## src/pfbm_pkg.sv

```systemverilog
// Package for the host-side parallel flash bus controller.
// Assumes a 100 MHz aclk and an asynchronous NOR flash on the pins.
package pfbm_pkg;
	localparam int unsigned CLK_PERIOD_NS = 10;
	localparam int unsigned ADDR_ACCESS_NS = 70;
	localparam int unsigned SLEEP_EXTRA_NS = 30;
	localparam int unsigned CE_ACCESS_NS = 70;
	localparam int unsigned WRITE_PULSE_NS = 40;
	localparam int unsigned RESET_PULSE_NS = 500;
	localparam int unsigned RESET_RECOVERY_NS = 50;
	localparam int unsigned ACCESS_CYC = (CE_ACCESS_NS + CLK_PERIOD_NS - 1) / CLK_PERIOD_NS;
	localparam int unsigned WRITE_CYC = (WRITE_PULSE_NS + CLK_PERIOD_NS - 1) / CLK_PERIOD_NS;
	localparam int unsigned RESET_CYC = (RESET_PULSE_NS + CLK_PERIOD_NS - 1) / CLK_PERIOD_NS;
	localparam int unsigned RECOVER_CYC = (RESET_RECOVERY_NS + CLK_PERIOD_NS - 1) / CLK_PERIOD_NS;
	localparam int unsigned SYNC_CYC = 2;
	localparam int unsigned SLEEP_CYC =
		(ADDR_ACCESS_NS + SLEEP_EXTRA_NS + CLK_PERIOD_NS - 1) / CLK_PERIOD_NS;
	localparam int unsigned CNT_W = 8;

	localparam logic [11:0] REG_CTRL = 12'h000;
	localparam logic [11:0] REG_ADDR = 12'h004;
	localparam logic [11:0] REG_WDATA = 12'h008;
	localparam logic [11:0] REG_STATUS = 12'h00C;
	localparam logic [11:0] REG_RDATA = 12'h010;
	localparam logic [11:0] REG_CFG = 12'h014;

	localparam int unsigned CTRL_READ = 0;
	localparam int unsigned CTRL_WRITE = 1;
	localparam int unsigned CTRL_RESET = 2;
	localparam int unsigned CFG_WORD = 0;
	localparam int unsigned CFG_ACCEL = 1;
	localparam int unsigned CFG_PROTECT_N = 2;
	localparam int unsigned ST_BUSY = 0;
	localparam int unsigned ST_READY = 1;
	localparam int unsigned ST_ACCEL = 2;

	localparam logic [1:0] RESP_OKAY = 2'h0;
	localparam logic [1:0] RESP_SLVERR = 2'h2;

	typedef enum logic [2:0] {
		PFBM_IDLE = 3'b000,
		PFBM_READ = 3'b001,
		PFBM_WRITE = 3'b011,
		PFBM_HOLD = 3'b010,
		PFBM_RST = 3'b110,
		PFBM_RECOVER = 3'b111
	} pfbm_state_e;

	typedef struct packed {
		logic [20:0] addr;
		logic [15:0] dq_out;
		logic [15:0] dq_oe;
		logic ce_n;
		logic oe_n;
		logic we_n;
		logic reset_n;
		logic byte_n;
		logic accel_hv;
		logic protect_n;
	} pfbm_pins_s;

	typedef struct packed {
		logic [31:0] addr;
		logic [31:0] data;
	} pfbm_cmd_s;
endpackage : pfbm_pkg

```

## src/pfbm_axil.sv

```systemverilog
// AXI4-Lite register slave for the flash controller.
// Assumes one write and one read under way at a time.
module pfbm_axil
	import pfbm_pkg::*;
(
	input wire logic aclk,
	input wire logic aresetn,
	input wire logic [11:0] s_awaddr,
	input wire logic s_awvalid,
	output logic s_awready,
	input wire logic [31:0] s_wdata,
	input wire logic [3:0] s_wstrb,
	input wire logic s_wvalid,
	output logic s_wready,
	output logic [1:0] s_bresp,
	output logic s_bvalid,
	input wire logic s_bready,
	input wire logic [11:0] s_araddr,
	input wire logic s_arvalid,
	output logic s_arready,
	output logic [31:0] s_rdata,
	output logic [1:0] s_rresp,
	output logic s_rvalid,
	input wire logic s_rready,
	output logic wr_stb,
	output pfbm_pkg::pfbm_cmd_s wr_cmd,
	input wire logic [31:0] rd_status,
	input wire logic [31:0] rd_data,
	input wire logic [31:0] rd_addr,
	input wire logic [31:0] rd_wdata,
	input wire logic [31:0] rd_cfg
);
	import pfbm_pkg::*;

	typedef struct packed {
		logic aw_got;
		logic w_got;
		logic [11:0] awaddr;
		logic [31:0] wdata;
		logic bvalid;
		logic [1:0] bresp;
		logic rvalid;
		logic [31:0] rdata;
		logic [1:0] rresp;
		logic wr_stb;
		logic awready;
		logic wready;
		logic arready;
	} pfbm_axil_s;

	pfbm_axil_s st_r, st_nxt;

	function automatic logic known(input logic [11:0] a);
		return a == REG_CTRL || a == REG_ADDR || a == REG_WDATA || a == REG_STATUS ||
			a == REG_RDATA || a == REG_CFG;
	endfunction : known

	always_comb begin
		st_nxt = st_r;
		st_nxt.wr_stb = 1'b0;
		if (s_awvalid && s_awready) begin
			st_nxt.aw_got = 1'b1;
			st_nxt.awaddr = s_awaddr;
		end
		if (s_wvalid && s_wready) begin
			st_nxt.w_got = 1'b1;
			st_nxt.wdata = s_wdata;
		end
		if (st_r.aw_got && st_r.w_got && !st_r.bvalid) begin
			st_nxt.aw_got = 1'b0;
			st_nxt.w_got = 1'b0;
			st_nxt.bvalid = 1'b1;
			st_nxt.bresp = known(st_r.awaddr) ? RESP_OKAY : RESP_SLVERR;
			st_nxt.wr_stb = known(st_r.awaddr);
		end
		if (st_r.bvalid && s_bready)
			st_nxt.bvalid = 1'b0;
		if (s_arvalid && s_arready) begin
			st_nxt.rvalid = 1'b1;
			st_nxt.rresp = known(s_araddr) ? RESP_OKAY : RESP_SLVERR;
			unique case (s_araddr)
				REG_STATUS: st_nxt.rdata = rd_status;
				REG_RDATA: st_nxt.rdata = rd_data;
				REG_ADDR: st_nxt.rdata = rd_addr;
				REG_WDATA: st_nxt.rdata = rd_wdata;
				REG_CFG: st_nxt.rdata = rd_cfg;
				default: st_nxt.rdata = 32'h0000_0000;
			endcase
		end else if (st_r.rvalid && s_rready) begin
			st_nxt.rvalid = 1'b0;
		end
		// Ready terms registered so every bus output leaves a flop
		st_nxt.awready = !st_nxt.aw_got && !st_nxt.bvalid;
		st_nxt.wready = !st_nxt.w_got && !st_nxt.bvalid;
		st_nxt.arready = !st_nxt.rvalid;
	end

	always_ff @(posedge aclk) begin
		if (!aresetn)
			st_r <= '0;
		else
			st_r <= st_nxt;
	end

	// Byte enables ignored: every register is written as a whole word
	assign s_awready = st_r.awready;
	assign s_wready = st_r.wready;
	assign s_bvalid = st_r.bvalid;
	assign s_bresp = st_r.bresp;
	assign s_arready = st_r.arready;
	assign s_rvalid = st_r.rvalid;
	assign s_rdata = st_r.rdata;
	assign s_rresp = st_r.rresp;
	assign wr_stb = st_r.wr_stb;
	assign wr_cmd = '{addr: {20'h0_0000, st_r.awaddr}, data: st_r.wdata};
endmodule : pfbm_axil

```

## src/pfbm_host.sv

```systemverilog
// Host controller driving an asynchronous parallel NOR flash's pins.
// Assumes the flash pins are resolved by the bench; ready_busy_out is async.
module pfbm_host
	import pfbm_pkg::*;
(
	input wire logic aclk,
	input wire logic aresetn,
	input wire logic [11:0] s_awaddr,
	input wire logic s_awvalid,
	output logic s_awready,
	input wire logic [31:0] s_wdata,
	input wire logic [3:0] s_wstrb,
	input wire logic s_wvalid,
	output logic s_wready,
	output logic [1:0] s_bresp,
	output logic s_bvalid,
	input wire logic s_bready,
	input wire logic [11:0] s_araddr,
	input wire logic s_arvalid,
	output logic s_arready,
	output logic [31:0] s_rdata,
	output logic [1:0] s_rresp,
	output logic s_rvalid,
	input wire logic s_rready,
	output pfbm_pkg::pfbm_pins_s pins,
	input wire logic [15:0] data_pins_in,
	input wire logic ready_busy_out
);
	import pfbm_pkg::*;

	typedef struct packed {
		pfbm_state_e state;
		logic [CNT_W-1:0] cnt;
		logic [31:0] addr;
		logic [31:0] wdata;
		logic [15:0] rdata;
		logic [15:0] dq_m;
		logic [15:0] dq_s;
		logic [2:0] cfg;
		logic rb_m;
		logic rb_s;
		logic busy;
		logic pend_rd;
		logic pend_wr;
		logic pend_rst;
		pfbm_pins_s pins;
	} pfbm_host_s;

	pfbm_host_s st_r, st_nxt;
	logic wr_stb;
	pfbm_cmd_s wr_cmd;
	logic [31:0] status_w;

	function automatic logic [CNT_W-1:0] cyc(input int unsigned n);
		return CNT_W'(n);
	endfunction : cyc

	assign status_w = {29'h0000_0000, st_r.cfg[CFG_ACCEL], st_r.rb_s, st_r.busy};

	pfbm_axil u_axil (
		.aclk(aclk),
		.aresetn(aresetn),
		.s_awaddr(s_awaddr),
		.s_awvalid(s_awvalid),
		.s_awready(s_awready),
		.s_wdata(s_wdata),
		.s_wstrb(s_wstrb),
		.s_wvalid(s_wvalid),
		.s_wready(s_wready),
		.s_bresp(s_bresp),
		.s_bvalid(s_bvalid),
		.s_bready(s_bready),
		.s_araddr(s_araddr),
		.s_arvalid(s_arvalid),
		.s_arready(s_arready),
		.s_rdata(s_rdata),
		.s_rresp(s_rresp),
		.s_rvalid(s_rvalid),
		.s_rready(s_rready),
		.wr_stb(wr_stb),
		.wr_cmd(wr_cmd),
		.rd_status(status_w),
		.rd_data({16'h0000, st_r.rdata}),
		.rd_addr(st_r.addr),
		.rd_wdata(st_r.wdata),
		.rd_cfg({29'h0000_0000, st_r.cfg})
	);

	always_comb begin
		st_nxt = st_r;
		st_nxt.rb_m = ready_busy_out;
		st_nxt.rb_s = st_r.rb_m;
		// Data pins pass two flops too; reads are held longer to cover them
		st_nxt.dq_m = data_pins_in;
		st_nxt.dq_s = st_r.dq_m;
		st_nxt.pins.byte_n = st_r.cfg[CFG_WORD];
		st_nxt.pins.accel_hv = st_r.cfg[CFG_ACCEL];
		st_nxt.pins.protect_n = st_r.cfg[CFG_PROTECT_N];
		st_nxt.busy = st_r.state != PFBM_IDLE;
		if (st_r.cnt != '0)
			st_nxt.cnt = st_r.cnt - cyc(1);
		unique case (st_r.state)
			PFBM_IDLE: begin
				st_nxt.pins.ce_n = 1'b1; // Standby between cycles
				st_nxt.pins.oe_n = 1'b1;
				st_nxt.pins.we_n = 1'b1;
				st_nxt.pins.dq_oe = '0;
				if (st_r.pend_rst || !st_r.pins.reset_n) begin
					st_nxt.pend_rst = 1'b0;
					st_nxt.pins.reset_n = 1'b0;
					st_nxt.cnt = cyc(RESET_CYC);
					st_nxt.state = PFBM_RST;
				end else if (st_r.pend_wr) begin
					// Software sequences unlock, short-program, erase and id cycles
					st_nxt.pend_wr = 1'b0;
					st_nxt.pins.addr = st_r.addr[20:0];
					st_nxt.pins.ce_n = 1'b0;
					st_nxt.pins.we_n = 1'b0;
					st_nxt.pins.dq_out = st_r.wdata[15:0];
					st_nxt.pins.dq_oe = st_r.cfg[CFG_WORD] ? 16'hFFFF : 16'h00FF;
					if (!st_r.cfg[CFG_WORD]) begin
						st_nxt.pins.dq_out[15] = st_r.addr[21];
						st_nxt.pins.dq_oe[15] = 1'b1;
					end
					st_nxt.cnt = cyc(WRITE_CYC);
					st_nxt.state = PFBM_WRITE;
				end else if (st_r.pend_rd) begin
					st_nxt.pend_rd = 1'b0;
					st_nxt.pins.addr = st_r.addr[20:0];
					st_nxt.pins.ce_n = 1'b0;
					st_nxt.pins.oe_n = 1'b0;
					st_nxt.pins.dq_oe = '0;
					if (!st_r.cfg[CFG_WORD]) begin
						st_nxt.pins.dq_out[15] = st_r.addr[21];
						st_nxt.pins.dq_oe[15] = 1'b1;
					end
					// Full select access from standby plus sync; SLEEP_CYC is not used, so sleep is not covered
					st_nxt.cnt = cyc(ACCESS_CYC + SYNC_CYC);
					st_nxt.state = PFBM_READ;
				end
			end
			PFBM_READ: begin
				if (st_r.cnt == '0) begin
					st_nxt.rdata = st_r.cfg[CFG_WORD] ? st_r.dq_s
						: {8'h00, st_r.dq_s[7:0]};
					st_nxt.pins.oe_n = 1'b1; // Float device before we drive
					st_nxt.pins.ce_n = 1'b1;
					st_nxt.state = PFBM_HOLD;
				end
			end
			PFBM_WRITE: begin
				if (st_r.cnt == '0) begin
					st_nxt.pins.we_n = 1'b1;
					st_nxt.pins.ce_n = 1'b1;
					st_nxt.state = PFBM_HOLD;
				end
			end
			PFBM_HOLD: begin
				st_nxt.pins.dq_oe = '0;
				st_nxt.state = PFBM_IDLE;
			end
			PFBM_RST: begin
				if (st_r.cnt == '0) begin
					st_nxt.pins.reset_n = 1'b1;
					st_nxt.cnt = cyc(RECOVER_CYC);
					st_nxt.state = PFBM_RECOVER;
				end
			end
			PFBM_RECOVER: begin
				// Also waits ready, so an aborted embedded reset completes
				if (st_r.cnt == '0 && st_r.rb_s)
					st_nxt.state = PFBM_IDLE;
			end
			default: st_nxt.state = PFBM_IDLE;
		endcase
		// Decoded last, so a new request wins over the clear of one in service
		if (wr_stb) begin
			unique case (wr_cmd.addr[11:0])
				REG_ADDR: st_nxt.addr = wr_cmd.data;
				REG_WDATA: st_nxt.wdata = wr_cmd.data;
				REG_CFG: st_nxt.cfg = wr_cmd.data[2:0];
				REG_CTRL: begin
					st_nxt.pend_rd = st_nxt.pend_rd | wr_cmd.data[CTRL_READ];
					st_nxt.pend_wr = st_nxt.pend_wr | wr_cmd.data[CTRL_WRITE];
					st_nxt.pend_rst = st_nxt.pend_rst | wr_cmd.data[CTRL_RESET];
				end
				default: ;
			endcase
		end
	end

	// Bank and sector layouts are decoded by software through the address
	always_ff @(posedge aclk) begin
		if (!aresetn) begin
			st_r <= '0;
			st_r.state <= PFBM_IDLE;
			st_r.pins.ce_n <= 1'b1;
			st_r.pins.oe_n <= 1'b1;
			st_r.pins.we_n <= 1'b1;
			st_r.pins.reset_n <= 1'b0;
			st_r.cfg <= 3'b101;
		end else begin
			st_r <= st_nxt;
		end
	end

	assign pins = st_r.pins;
endmodule : pfbm_host

```

## config.mk

```make
export PLATFORM = sky130hd
export DESIGN_NAME = pfbm_host
export DESIGN_NICKNAME = d
export VERILOG_FILES = /design/src/pfbm_pkg.sv /design/src/pfbm_axil.sv /design/src/pfbm_host.sv
export SDC_FILE = /design/constraint.sdc
export NUM_CORES = 1
export LEC_CHECK = 0
export ABC_AREA = 1
export BUFFER_PORTS_ARGS = -buffer_cell sky130_fd_sc_hd__buf_2
export CORE_ASPECT_RATIO = 1.75
export CORE_MARGIN = 1
export CORE_UTILIZATION = 51
export CTS_CLUSTER_SIZE = 20
export DETAILED_ROUTE_END_ITERATION = 10
export PLACE_DENSITY = 0.87
export SLEW_MARGIN = 20
export SYNTH_ARGS = -nofsm -noshare
export SYNTH_HDL_FRONTEND = slang
export SYNTH_SLANG_ARGS = --single-unit
```

## constraint.sdc

```tcl
create_clock -name aclk -period 1.55 [get_ports aclk]
set_input_delay 0.0775 -clock aclk [delete_from_list [all_inputs] [get_ports aclk]]
set_output_delay 0.0775 -clock aclk [all_outputs]
set_load 0.05 [all_outputs]
```

== Word level (Yosys, flattened, before mapping) ==
Index checks and enable logic that the tools add are counted.

* Memory bits (writable): 0
* Memories kept: 0
* Input bits: 84
* Logic and storage cells: 166
* Bits in latches: 0
* Bits in registers: 280
* Output and inout bits: 101
* ROM bits: 0

* Eq/ne operators: 23
* Multiplexer cells: 47
* Reductions and logical operators: 53
* Order comparisons: 0
* Add/subtract/negate cells: 1
* Divide/modulo/power cells: 0
* Multipliers: 0
* Shifts and indexed selects: 0
* Bitwise gates (word level): 4

{| class="wikitable"
|+ Operator list
! operator !! count
|-
| 32-bit one-hot mux with 5 select lines || 1
|-
| 56-bit two-way mux || 1
|-
| 12-bit by 4-bit == test with 1-bit output, second input constant || 4
|-
| 12-bit by 5-bit == test with 1-bit output, second input constant || 4
|-
| 11-bit two-way mux || 4
|-
| 22-bit two-way mux || 2
|-
| 40-bit two-way mux || 1
|-
| 16-bit two-way mux || 2
|-
| 16-bit one-hot mux with 2 select lines || 1
|-
| 12-bit by 3-bit == test with 1-bit output, second input constant || 2
|-
| 12-bit logical NOT || 2
|-
| 18-bit two-way mux || 1
|-
| 17-bit two-way mux || 1
|-
| 8-bit one-hot mux with 2 select lines || 1
|-
| 1-bit two-way mux || 15
|-
| 15-bit two-way mux || 1
|-
| 3-bit two-way mux || 5
|-
| 2-bit AND reduction || 7
|-
| 2-bit inequality test, second input constant || 6
|-
| 3-bit one-hot mux with 4 select lines || 1
|-
| 3-bit AND reduction || 4
|-
| 1-bit logical OR || 11
|-
| 1-bit logical AND || 10
|-
| 2-bit two-way mux || 5
|-
| 19 further kinds || 36
|}

== Depth between registers and ports, before layout ==
Gate-level depths: netlist (run 1).

* Depth after elaboration: 11
* Depth in mapped cells: 10
* Depth with buffers taken out: 10

== Hierarchy ==
From an unflattened synthesis (run 1), not the netlist that was laid out.

* Cells, all modules: 1669
* Area total of the unflattened synthesis: 12513.3 um2

{| class="wikitable"
|+ Modules (own cells, without submodules)
! module !! area each (um2) !! sequential area each (um2) !! cells an instance !! times used
|-
| pfbm_host || 7129.3 || 3583.4 || 846 || 1
|-
| pfbm_axil || 5383.9 || 1721.7 || 823 || 1
|}

== Worst setup path before layout (run 1) ==
No wires, ideal clock.

* Kind: register to register
* From: register st_r[181] (netlist bit)
* To: register st_r[181] (netlist bit)
* Path buffers: 0
* Clock period less this slack: 1509 ps
* Slack: 41 ps
* Arrival: 1376 ps
* Data required time: 1417 ps
* Setup time: 133 ps
* Stages on the path, launching flop included: 9
* Cell sequence: dfxtp_1 inv_1 ha_1 inv_1 nor2_1 nand2_1 ha_1 o211ai_1 a31oi_1

* Longest elaborated chain between the ends: 6

{| class="wikitable"
|+ Ends and longest elaborated chain
! what !! line !! RTL
|-
| from (decl) || pfbm_host.sv:49 || <nowiki>pfbm_host_s st_r, st_nxt;</nowiki>
|-
| from (signal assigned) || pfbm_host.sv:203 || <nowiki>st_r <= st_nxt;</nowiki>
|-
| 8-bit by 1-bit subtractor with 8-bit output / 8-bit nonzero test (equally long branches) || pfbm_host.sv:101, pfbm_host.sv:100 ||
|-
| 8-bit two-way mux || pfbm_host.sv:100 || <nowiki>if (st_r.cnt != '0)</nowiki>
|-
| 11-bit two-way mux || pfbm_host.sv:127 || <nowiki>end else if (st_r.pend_rd) begin</nowiki>
|-
| 11-bit two-way mux || pfbm_host.sv:113 || <nowiki>end else if (st_r.pend_wr) begin</nowiki>
|-
| 11-bit two-way mux || pfbm_host.sv:108 || <nowiki>if (st_r.pend_rst || !st_r.pins.reset_n) begin</nowiki>
|-
| 8-bit one-hot mux with 2 select lines * || pfbm_host.sv:102 || <nowiki>unique case (st_r.state)</nowiki>
|}

Mark *: on every way between the ends. The rest lies on a longest branch, timed or not. The select of a mux whose other input is x is not followed.
A chain may end at the register's enable or synchronous reset.

== Worst setup path in the final report (run 1) ==
* From: register st_r[186] (netlist bit)
* To: register st_r[107] (netlist bit)

* Longest elaborated chain between the ends: 2

{| class="wikitable"
|+ Ends and longest elaborated chain
! what !! line !! RTL
|-
| 8-bit logical NOT || pfbm_host.sv:143 || <nowiki>if (st_r.cnt == '0) begin</nowiki>
|-
| 2-bit AND reduction (no line) || n/a ||
|}

Every way passes these cells.

==> results of run 1 <==
-- power groups by stage --
stage          registers (W)  clock network (W)  logic [W]
2_1_floorplan        0.00750                  0    0.00186
3_3_place_gp         0.00749                  0    0.00269
3_5_place_dp         0.00750                  0    0.00272
4_1_cts              0.00735            0.00599    0.00291
5_1_grt              0.00739            0.00624    0.00362
6_report             0.00736            0.00591    0.00328
-- metal layers --
layer	wire length [µm]	part of all wire (%)
met1	10830	38
met4	1813	6.3
met2	14550	51
met3	1476	5.1
met5	0	0
-- cell usage in the layout (no fill, tap or decap), drive strengths merged, types with 2 or more instances in the layout --
master       Yosys  layout
nand4            7       7
o2111ai          2       2
o22ai            2       2
a21oi          154     154
nor3            18      18
dlygate4sd3      0      65
nand2          187     187
o21ai          179     179
inv            158     159
ha               2       2
conb             1       2
nor2           173     173
o211ai           3       3
xor2             3       3
clkinv           1       3
buf            144     233
a211oi           6       6
nand3          105     105
dfxtp          265     265
clkbuf          28      39
-- critical path, delay by kind of cell, from the launching register on --
kind,cells,cell delay [ns]
compound gates,1,0.15
flops,1,0.34
buf+inv,2,0.31
simple gates,5,0.53
-- final cells by class --
type | instances | area (µm²)
clock inverter | 5 | 56.30
fill | 1801 | 7906
sequential | 265 | 5309
tap | 292 | 365.4
clock buffer | 37 | 730.7
timing repair buffer | 300 | 2268
multi-input combinational | 847 | 4258
inverter | 159 | 604.3
-- final timing paths --
| path | startpoint | endpoint | cells after the start |
|---|---|---|---|
| worst min register to register | st_nxt[70]$_SDFF_PN0_ | st_r[70]$_SDFF_PN0_ | 2 |
| worst max register to register | st_r[186]$_SDFF_PN0_ | st_r[107]$_SDFFE_PN0P_ | 8 |
| worst max-delay path | st_r[186]$_SDFF_PN0_ | st_r[107]$_SDFFE_PN0P_ | 8 |
| worst min-delay path | s_araddr[2] | u_axil.s_rresp[1]$_SDFFE_PN0P_ | 6 |
-- state kept, by name (all words and copies together) (netlist names) --
signal,flops
pins,47
u_axil.s_awready,1
st_nxt,20
u_axil.s_rdata,32
u_axil.st_r,2
u_axil.s_bvalid,1
st_r,112
u_axil.wr_stb,1
u_axil.s_rvalid,1
u_axil.wr_cmd,44
u_axil.s_arready,1
u_axil.s_rresp,1
u_axil.s_bresp,1
u_axil.s_wready,1
-- logic make-up after synthesis --
logic type	count (synthesis)	share of synthesized area [%]
AND/OR/NAND/NOR	492	19.98
XOR/XNOR	4	0.3132
AO/OA/AOI/OAI	347	16.63
buffers and inverters	331	15.40
flip-flops	265	47.42
other	1	0.03352
adder cells (fa/ha/maj)	2	0.2236
-- per-stage QoR --
step | utilization, % | instance area [µm²] | power (W) | TNS [ns] | std cells
global route | 63.22 | 13590 | 0.01725 | -0.08843 | 1905
CTS | 61.84 | 13290 | 0.01626 | 0 | 1887
detailed placement | 55.07 | 11840 | 0.01023 | -0.01870 | 1778
global placement | 55.07 | 11840 | 0.01018 | 0 | 1778
floorplan | - | 11190 | 0.009357 | 0 | 1443
finish | 63.22 | 13590 | 0.01655 | 0 | 1905
-- repair_timing --
item,CTS,global route
buffers inserted,2,16
pin swaps,2,14
setup endpoints to repair,4,106
cloned,0,2
hold buffers,65,0
gates resized for setup,1,35
hold endpoints to repair,81,0
==> out/metrics.sh, run 1 <==
SYNTH.AVG_CELL_AREA_UM2=7.759
AREA_GROWTH_PCT=21.48
P_INT_W=0.01190
FINALHOLDVIOLATIONS=0
DR.PASS1.ITERS=5
POSTSYNTHCELLCOUNT=1442
GRT_OVERFLOW=0
WORST_CLOCK_SKEW_NS=0.01231
SETUP_VIOL_COUNT_FINAL=0
WORST_MIN_DELAY_PATH_CLASS='input port to flip-flop'
TRITONCTS.NUM_BUFFERS=24
CLOCK-ROOT-BUFFER='clkbuf_16'
POWERDENSITY_nW_PER_UM2=1218
YOSYS.CELL_TYPES.COUNT=40
IO-PIN-COUNT=185
CRIT_PATH_START_KIND='flip-flop'
CLOCK_LATENCY_NS=0.51
SEQ_POWER_SHARE_PCT=44.5
MAX_CAP_CHECK_VIOLATION_COUNT=0
LAYOUT-DRIVE-GT1-SHARE_PCT=23.12
CLASSIFICATION_OF_THE_WORST_SETUP_PATH='flip-flop to flip-flop'
SYNTH_TOP_CELLS_BY_AREA='dfxtp_1 (47%), buf_4 (6.8%), a21oi_1 (6.4%)'
TIMING.FINAL.WS_SETUP_NS=0.07959
SYNTH_MOST_COMMON_CELL='dfxtp_1'
STD_CELL_ROWS=71
GLOBAL_ROUTE.PEAK_USAGE_LAYER='met2'
NUMBER_OF_GLOBAL_ROUTE_VIAS_BEFORE_REPAIR=9465
CLK_PATH_BUF_DEPTH=3
CTS.SINKS=265
INSERTEDDIODECOUNT=0
ANT_NETS=0
SLEW_VIOLATIONS=0
YOSYSWARNINGCOUNT=0
CLOCK.FMAX_MHz=680.1
DRT-VIAS-PER-INSTANCE=5.140
FP.COREAREA_UM2=21500
HPWLAFTERDP_UM=19050
GLOBALROUTEMET3UTIL_PCT=3.245
CLOCK_TREE_FROM_TRITONCTS='built'
SW_FRAC_OF_TOTAL_PCT=28.07
SYNTH_TOP_AREA_SHARE_PCT=47.42
P_LEAK_nW=6.010
CRIT_PATH_TOP_DELAY_CELL='dfxtp_1'
SYNTHDOMINANTAREACELLTYPE='dfxtp_1'
OUTCOME='finished, final reports clean'
REQUIRED_NS=1.95
RELATIVE_CONTRIBUTION_OF_THE_CLOCK_NETWORK_TO_TOTAL_POWER_PCT=35.7
DRT_ITER0_MARKERS=748
SYNTH.FF_LATCH_COUNT=265
GROUTE.LAYER.MET2.USAGE_PCT=44.74
RSZ0062_AT_GRT='true'
CLOCK_TREE.HTREE_LEVEL_COUNT=1
MAXIMUM_FANOUT_ENCOUNTERED_ON_THE_CRITICAL_TIMING_PATH=16
GRT_FIRST_PASS_WIRELENGTH_UM=45700
SYN_AREA_UM2=11190
GRT_MAX_DEGREE=74
ROUTED_WL_UM=28670
POWER.IR.VDD_WORST_mV=0.9321
YS_TOP_CELLS_BY_COUNT='dfxtp_1 (265), nand2_1 (181), nor2_1 (159)'
PRE_CTS_SLACK_NS=-0.01806
WORST_EP_ARRIVAL_TIME_NS=1.87
VERTICAL_DIE_DIMENSION_UM=197.9
ROUTED_WIRE_LENGTH_PER_INSTANCE_UM=15.05
TIMING.CRITICAL_PATH.CELLS='nor2_1 -> nand2_1 -> buf_4 -> nor2_4 -> nand2_4 -> buf_12 -> o21ai_0 -> nor2_1'
SYNTH_ASYNC_SR_FLOP_SHARE_PCT=0
GRT.TOTAL_USAGE_PCT=25.21
FINAL.HOLD.WORST_SLACK_NS=0.03499
INITIAL_ANTENNA_VIOLATION_COUNT=0
SYNTH-EDFF-COUNT=0
FINAL_PERIOD_MINUS_WORST_SETUP_SLACK_NS=1.470
SEQ_AREA_FRAC_SYNTH_PCT=47.42
CLK_PIN_SLEW_NS=0.07
GRT_UTIL_MET1_PCT=28.05
PLACE.GP.CONGESTION=0.9158
POWER.SWITCHING_W=0.004645
WORSTSETUPENDPOINTTYPE='flip-flop'
DRC=0
SHARE_COMB_OF_TOTAL_POWER_PCT=19.8
CRIT_TOP_CELL='nor2_1'
NUMPORTBUFFERS=178
FINALNETCOUNT=1683
YS.FLOP_TYPE='dfxtp_1'
FIN_CRIT_SH_PCT=94.87
START_UTIL_PCT=52.04
DIEAREA_UM2=22560
ROUTE.VIAS.TOTAL=9792
DIE-WIDTH_UM=114.0
MAX_STAGE_DELAY_NS=0.34
FF2FF_SETUP_SLACK_NS=0.08
Power figures use the tool's default switching activity.
==> run 2, diff against run 1 <==
ABC_AREA = 0   (was 1)
SETUP_SLACK_MARGIN = 0.2   (was not set)
SLEW_MARGIN = not set   (was 20)
==> run 2 against run 1 <==
Net effect: clock skew increased by 0.00079 ns; worst setup slack worse by 0.34 ns; synthesized area decreased by 2.7%; clock power fell by 3%; non-clock buffer count rose by 66; worst hold slack gained 0.0044 ns; sequential power hardly changed; largest cell class is now multi-input combinational cells; routed wire length grew 38%; the run now ends with negative setup slack left; combinational power grew 17%; count of clock-buffer cells in the layout is 3 lower.
==> out/metrics.sh, run 2 <==
WORSTSETUPENDPOINTTYPE='flip-flop'
WORST_CLOCK_SKEW_NS=0.01309  # +0.0007851 ns
INITIAL_ANTENNA_VIOLATION_COUNT=0  # unchanged
YS_TOP_CELLS_BY_COUNT='nand2_1 (331), dfxtp_1 (265), buf_4 (102)'
AREA_GROWTH_PCT=41.26
PLACE.GP.CONGESTION=0.8646  # -5.6%
SYNTH_ASYNC_SR_FLOP_SHARE_PCT=0  # unchanged
CRIT_PATH_START_KIND='flip-flop'
TRITONCTS.NUM_BUFFERS=24  # unchanged
NUMBER_OF_GLOBAL_ROUTE_VIAS_BEFORE_REPAIR=9640  # +1.8%
DRT-VIAS-PER-INSTANCE=5.934  # +15%
MAX_STAGE_DELAY_NS=0.34  # about the same
SYNTH_MOST_COMMON_CELL='nand2_1'
FIN_CRIT_SH_PCT=117.0  # +22 points
ANT_NETS=0  # unchanged
POWER.IR.VDD_WORST_mV=0.9832  # +5.5%
GRT_OVERFLOW=0  # unchanged
GRT.TOTAL_USAGE_PCT=29.27  # +4.1 points
TIMING.CRITICAL_PATH.MAX_DELAY_FAMILY='buffers and inverters'
TIMING.FINAL.WS_SETUP_NS=-0.2635  # -0.3431 ns
SYNTH-EDFF-COUNT=0  # unchanged
FLIP_FLOP_COUNT_OF_THE_LARGEST_REGISTER_ALL_COPIES_AND_WORDS_ADDED=112  # unchanged
DIEAREA_UM2=21950  # -2.7%
IO-PIN-COUNT=185  # unchanged
MAXSLEWHEADROOM_PCT=21.35
VERTICAL_DIE_DIMENSION_UM=195.2  # -1.4%
SEQ_AREA_FRAC_SYNTH_PCT=48.75  # +1.3 points
DRC=0  # unchanged
POSTSYNTHCELLCOUNT=1252  # -13%
PATH_BUF_INV=4  # +2
ROUTED_WL_UM=39540  # +38%
SYN_AREA_UM2=10880  # -2.7%
CTS.SINKS=265  # unchanged
SYNTH.AVG_CELL_AREA_UM2=8.691  # +12%
STD_CELL_ROWS=70  # -1.4%
LAYOUT-DRIVE-GT1-SHARE_PCT=40.49  # +17 points
NUMPORTBUFFERS=178  # unchanged
CRIT_TOP_CELL='buf_6'
GRT_FIRST_PASS_WIRELENGTH_UM=50070  # +9.6%
REGISTERS.TOP_BY_FF_COUNT='st_r'
DRT_ITER0_MARKERS=1069  # +43%
START_UTIL_PCT=51.98  # -0.058 points
TIGHTESTPINTRANSITION_NS=1.180
SETUP-TNS-FINAL_NS=-7.950  # -7.950 ns
SYNTH_TOP_AREA_SHARE_PCT=48.75  # +1.3 points
FINALNETCOUNT=1552  # -7.8%
SYNTH_TOP_CELLS_BY_AREA='dfxtp_1 (49%), nand2_1 (11%), buf_4 (7.0%)'
SLEW_VIOLATIONS=0  # unchanged
FINAL_PERIOD_MINUS_WORST_SETUP_SLACK_NS=1.813  # +0.3431 ns
CLOCK_TREE_FROM_TRITONCTS='built'
TIMING.CRITICAL_PATH.CELLS='buf_6 -> nor4bb_4 -> nand4_1 -> buf_6 -> buf_6 -> buf_16 -> o21ai_1'
FILL_CELLS=1303  # -28%
CLASSIFICATION_OF_THE_WORST_SETUP_PATH='flip-flop to flip-flop'
FP.COREAREA_UM2=20930  # -2.6%
OUTCOME='complete, but fails checks'
DR.PASS1.ITERS=5  # unchanged
GRT_MAX_DEGREE=64  # -14%
RSZ0062_AT_GRT='true'
DIE-WIDTH_UM=112.4  # -1.4%
YOSYS.CELL_TYPES.COUNT=63  # +57%
INSERTEDDIODECOUNT=0  # unchanged
MAXIMUM_FANOUT_ENCOUNTERED_ON_THE_CRITICAL_TIMING_PATH=8  # -8
HPWLAFTERDP_UM=19740  # +3.6%
MAX_CAP_CHECK_VIOLATION_COUNT=0  # unchanged
SYNTHDOMINANTAREACELLTYPE='dfxtp_1'
YS.FLOP_TYPE='dfxtp_1'
ROUTED_WIRE_LENGTH_PER_INSTANCE_UM=22.80  # +51%
VIOLATIONS='negative setup slack'
P_LEAK_nW=6.389  # +6.3%
REQUIRED_NS=1.94  # about the same
CLOCK.FMAX_MHz=551.4  # -19%
ROUTE.VIAS.TOTAL=10289  # +5.1%
FINALHOLDVIOLATIONS=0  # unchanged
CLOCK_LATENCY_NS=0.53  # +0.02 ns
CLOCK_TREE.HTREE_LEVEL_COUNT=1  # unchanged
POWERDENSITY_nW_PER_UM2=1101  # -9.6%
MOSTFREQUENTLAYOUTCELLS='nand2_1 (247), dfxtp_1 (247), buf_2 (165), dlygate4sd3_1 (67), buf_4 (63)'
CRIT_PATH_TOP_DELAY_CELL='dfxtp_2'
FINALPOWER_W=0.01692  # +2.3%
WORST_MIN_DELAY_PATH_CLASS='input port to flip-flop'
CLK_PIN_SLEW_NS=0.07  # about the same
WORST_EP_ARRIVAL_TIME_NS=2.21  # +0.34 ns
CLOCK-ROOT-BUFFER='clkbuf_16'
SYNTH.FF_LATCH_COUNT=265  # unchanged
SETUP_VIOL_COUNT_FINAL=99  # +99
CLK_PATH_BUF_DEPTH=3  # unchanged
YOSYSWARNINGCOUNT=0  # unchanged
-- run 2: cell count changes in the layout (fill, tap and decap cells not counted), sizes merged, moves of 8 or more --
cell    before  now
a21boi       0  132
inv        159    6
a22oi        0   36
and2         0   42
nand3      105   46
o21ai      179   70
nor2       173   20
nor2b        0    9
a21oi      154   13
buf        233  287
a22o         0   13
nor3        18   10
nand2      187  331
-- run 2: worst paths after layout --
check | startpoint | to | slack, ns | cells past startpoint
max | u_axil.wr_cmd[36]$_SDFFE_PN0P_ | st_r[120]$_SDFFE_PN0P_ | -0.26 | 7
min | s_araddr[4] | u_axil.s_rresp[1]$_SDFFE_PN0P_ | 0.04 | 3
max reg2reg | u_axil.wr_cmd[36]$_SDFFE_PN0P_ | st_r[120]$_SDFFE_PN0P_ | -0.26 | 7
min reg2reg | st_nxt[72]$_SDFF_PN0_ | st_r[72]$_SDFF_PN0_ | 0.43 | 1
-- run 2: report_power, final --
part / switching (W) / internal (W) / leakage [nW] / total [W]
sequential: 0.000274 / 0.00708 / 2.16 / 0.00735
clock: 0.00262 / 0.00310 / 0.369 / 0.00572
combinational: 0.00183 / 0.00202 / 3.86 / 0.00385
-- run 2: metal layers --
metal  part of all wire, %  GRT usage, %  wire (µm)
met1                    31         29.02      12380
met2                    50         56.54      19910
met3                   8.1         3.476       3206
met4                    10         18.72       4039
met5                     0             0          0
-- run 2: repair_timing --
| action | in CTS | in global routing |
|---|---|---|
| pin swaps | 29 | 101 |
| gates cloned | 11 | 15 |
| hold buffers | 68 | 0 |
| gates resized for setup | 100 | 233 |
| endpoints found under the setup margin | 175 | 154 |
| endpoints found under the hold margin | 101 | 0 |
| setup buffers | 11 | 26 |
-- run 2: stage by stage --
stage	utilization [%]	cells	hold slack [ns]	cell area, µm²	worst slack [ns]
final	73.43	1734	0.03938	15370	-0.2635
after global routing	73.43	1734	0.06522	15370	-0.3100
after CTS	67.20	1693	0.008271	14070	-0.1080
after detailed placement	57.04	1561	0.2868	11940	-0.1139
after global placement	57.04	1561	0.2875	11940	-0.07113
after floorplan	-	1253	0.2048	11350	-0.1940
-- run 2: layout make-up --
type                       count  area [µm²]  share of cell area [%]
clock buffer                  34       689.4                   4.485
clock inverter                 8       43.79                  0.2849
inverter                       5       18.77                  0.1221
multi-input combinational    804        5715                   37.18
sequential                   265        5345                   34.77
tap                          252       315.3                   2.051
timing repair buffer         366        3243                   21.10
-- run 2: logic make-up after synthesis --
kind of cell | Yosys count | share of synthesized area, %
flip-flops | 265 | 48.75
buffers and inverters | 184 | 10.07
adder cells (fa/ha/maj) | 2 | 0.2299
AND/OR/NAND/NOR | 503 | 21.32
AO/OA/AOI/OAI | 283 | 18.26
XOR/XNOR | 3 | 0.2415
multiplexers | 11 | 1.092
other | 1 | 0.03446
-- run 2: worst min-delay path, stage by stage --
cell and delay (ns):
buf_2 0.19, a21oi_2 0.10, a21oi_1 0.14
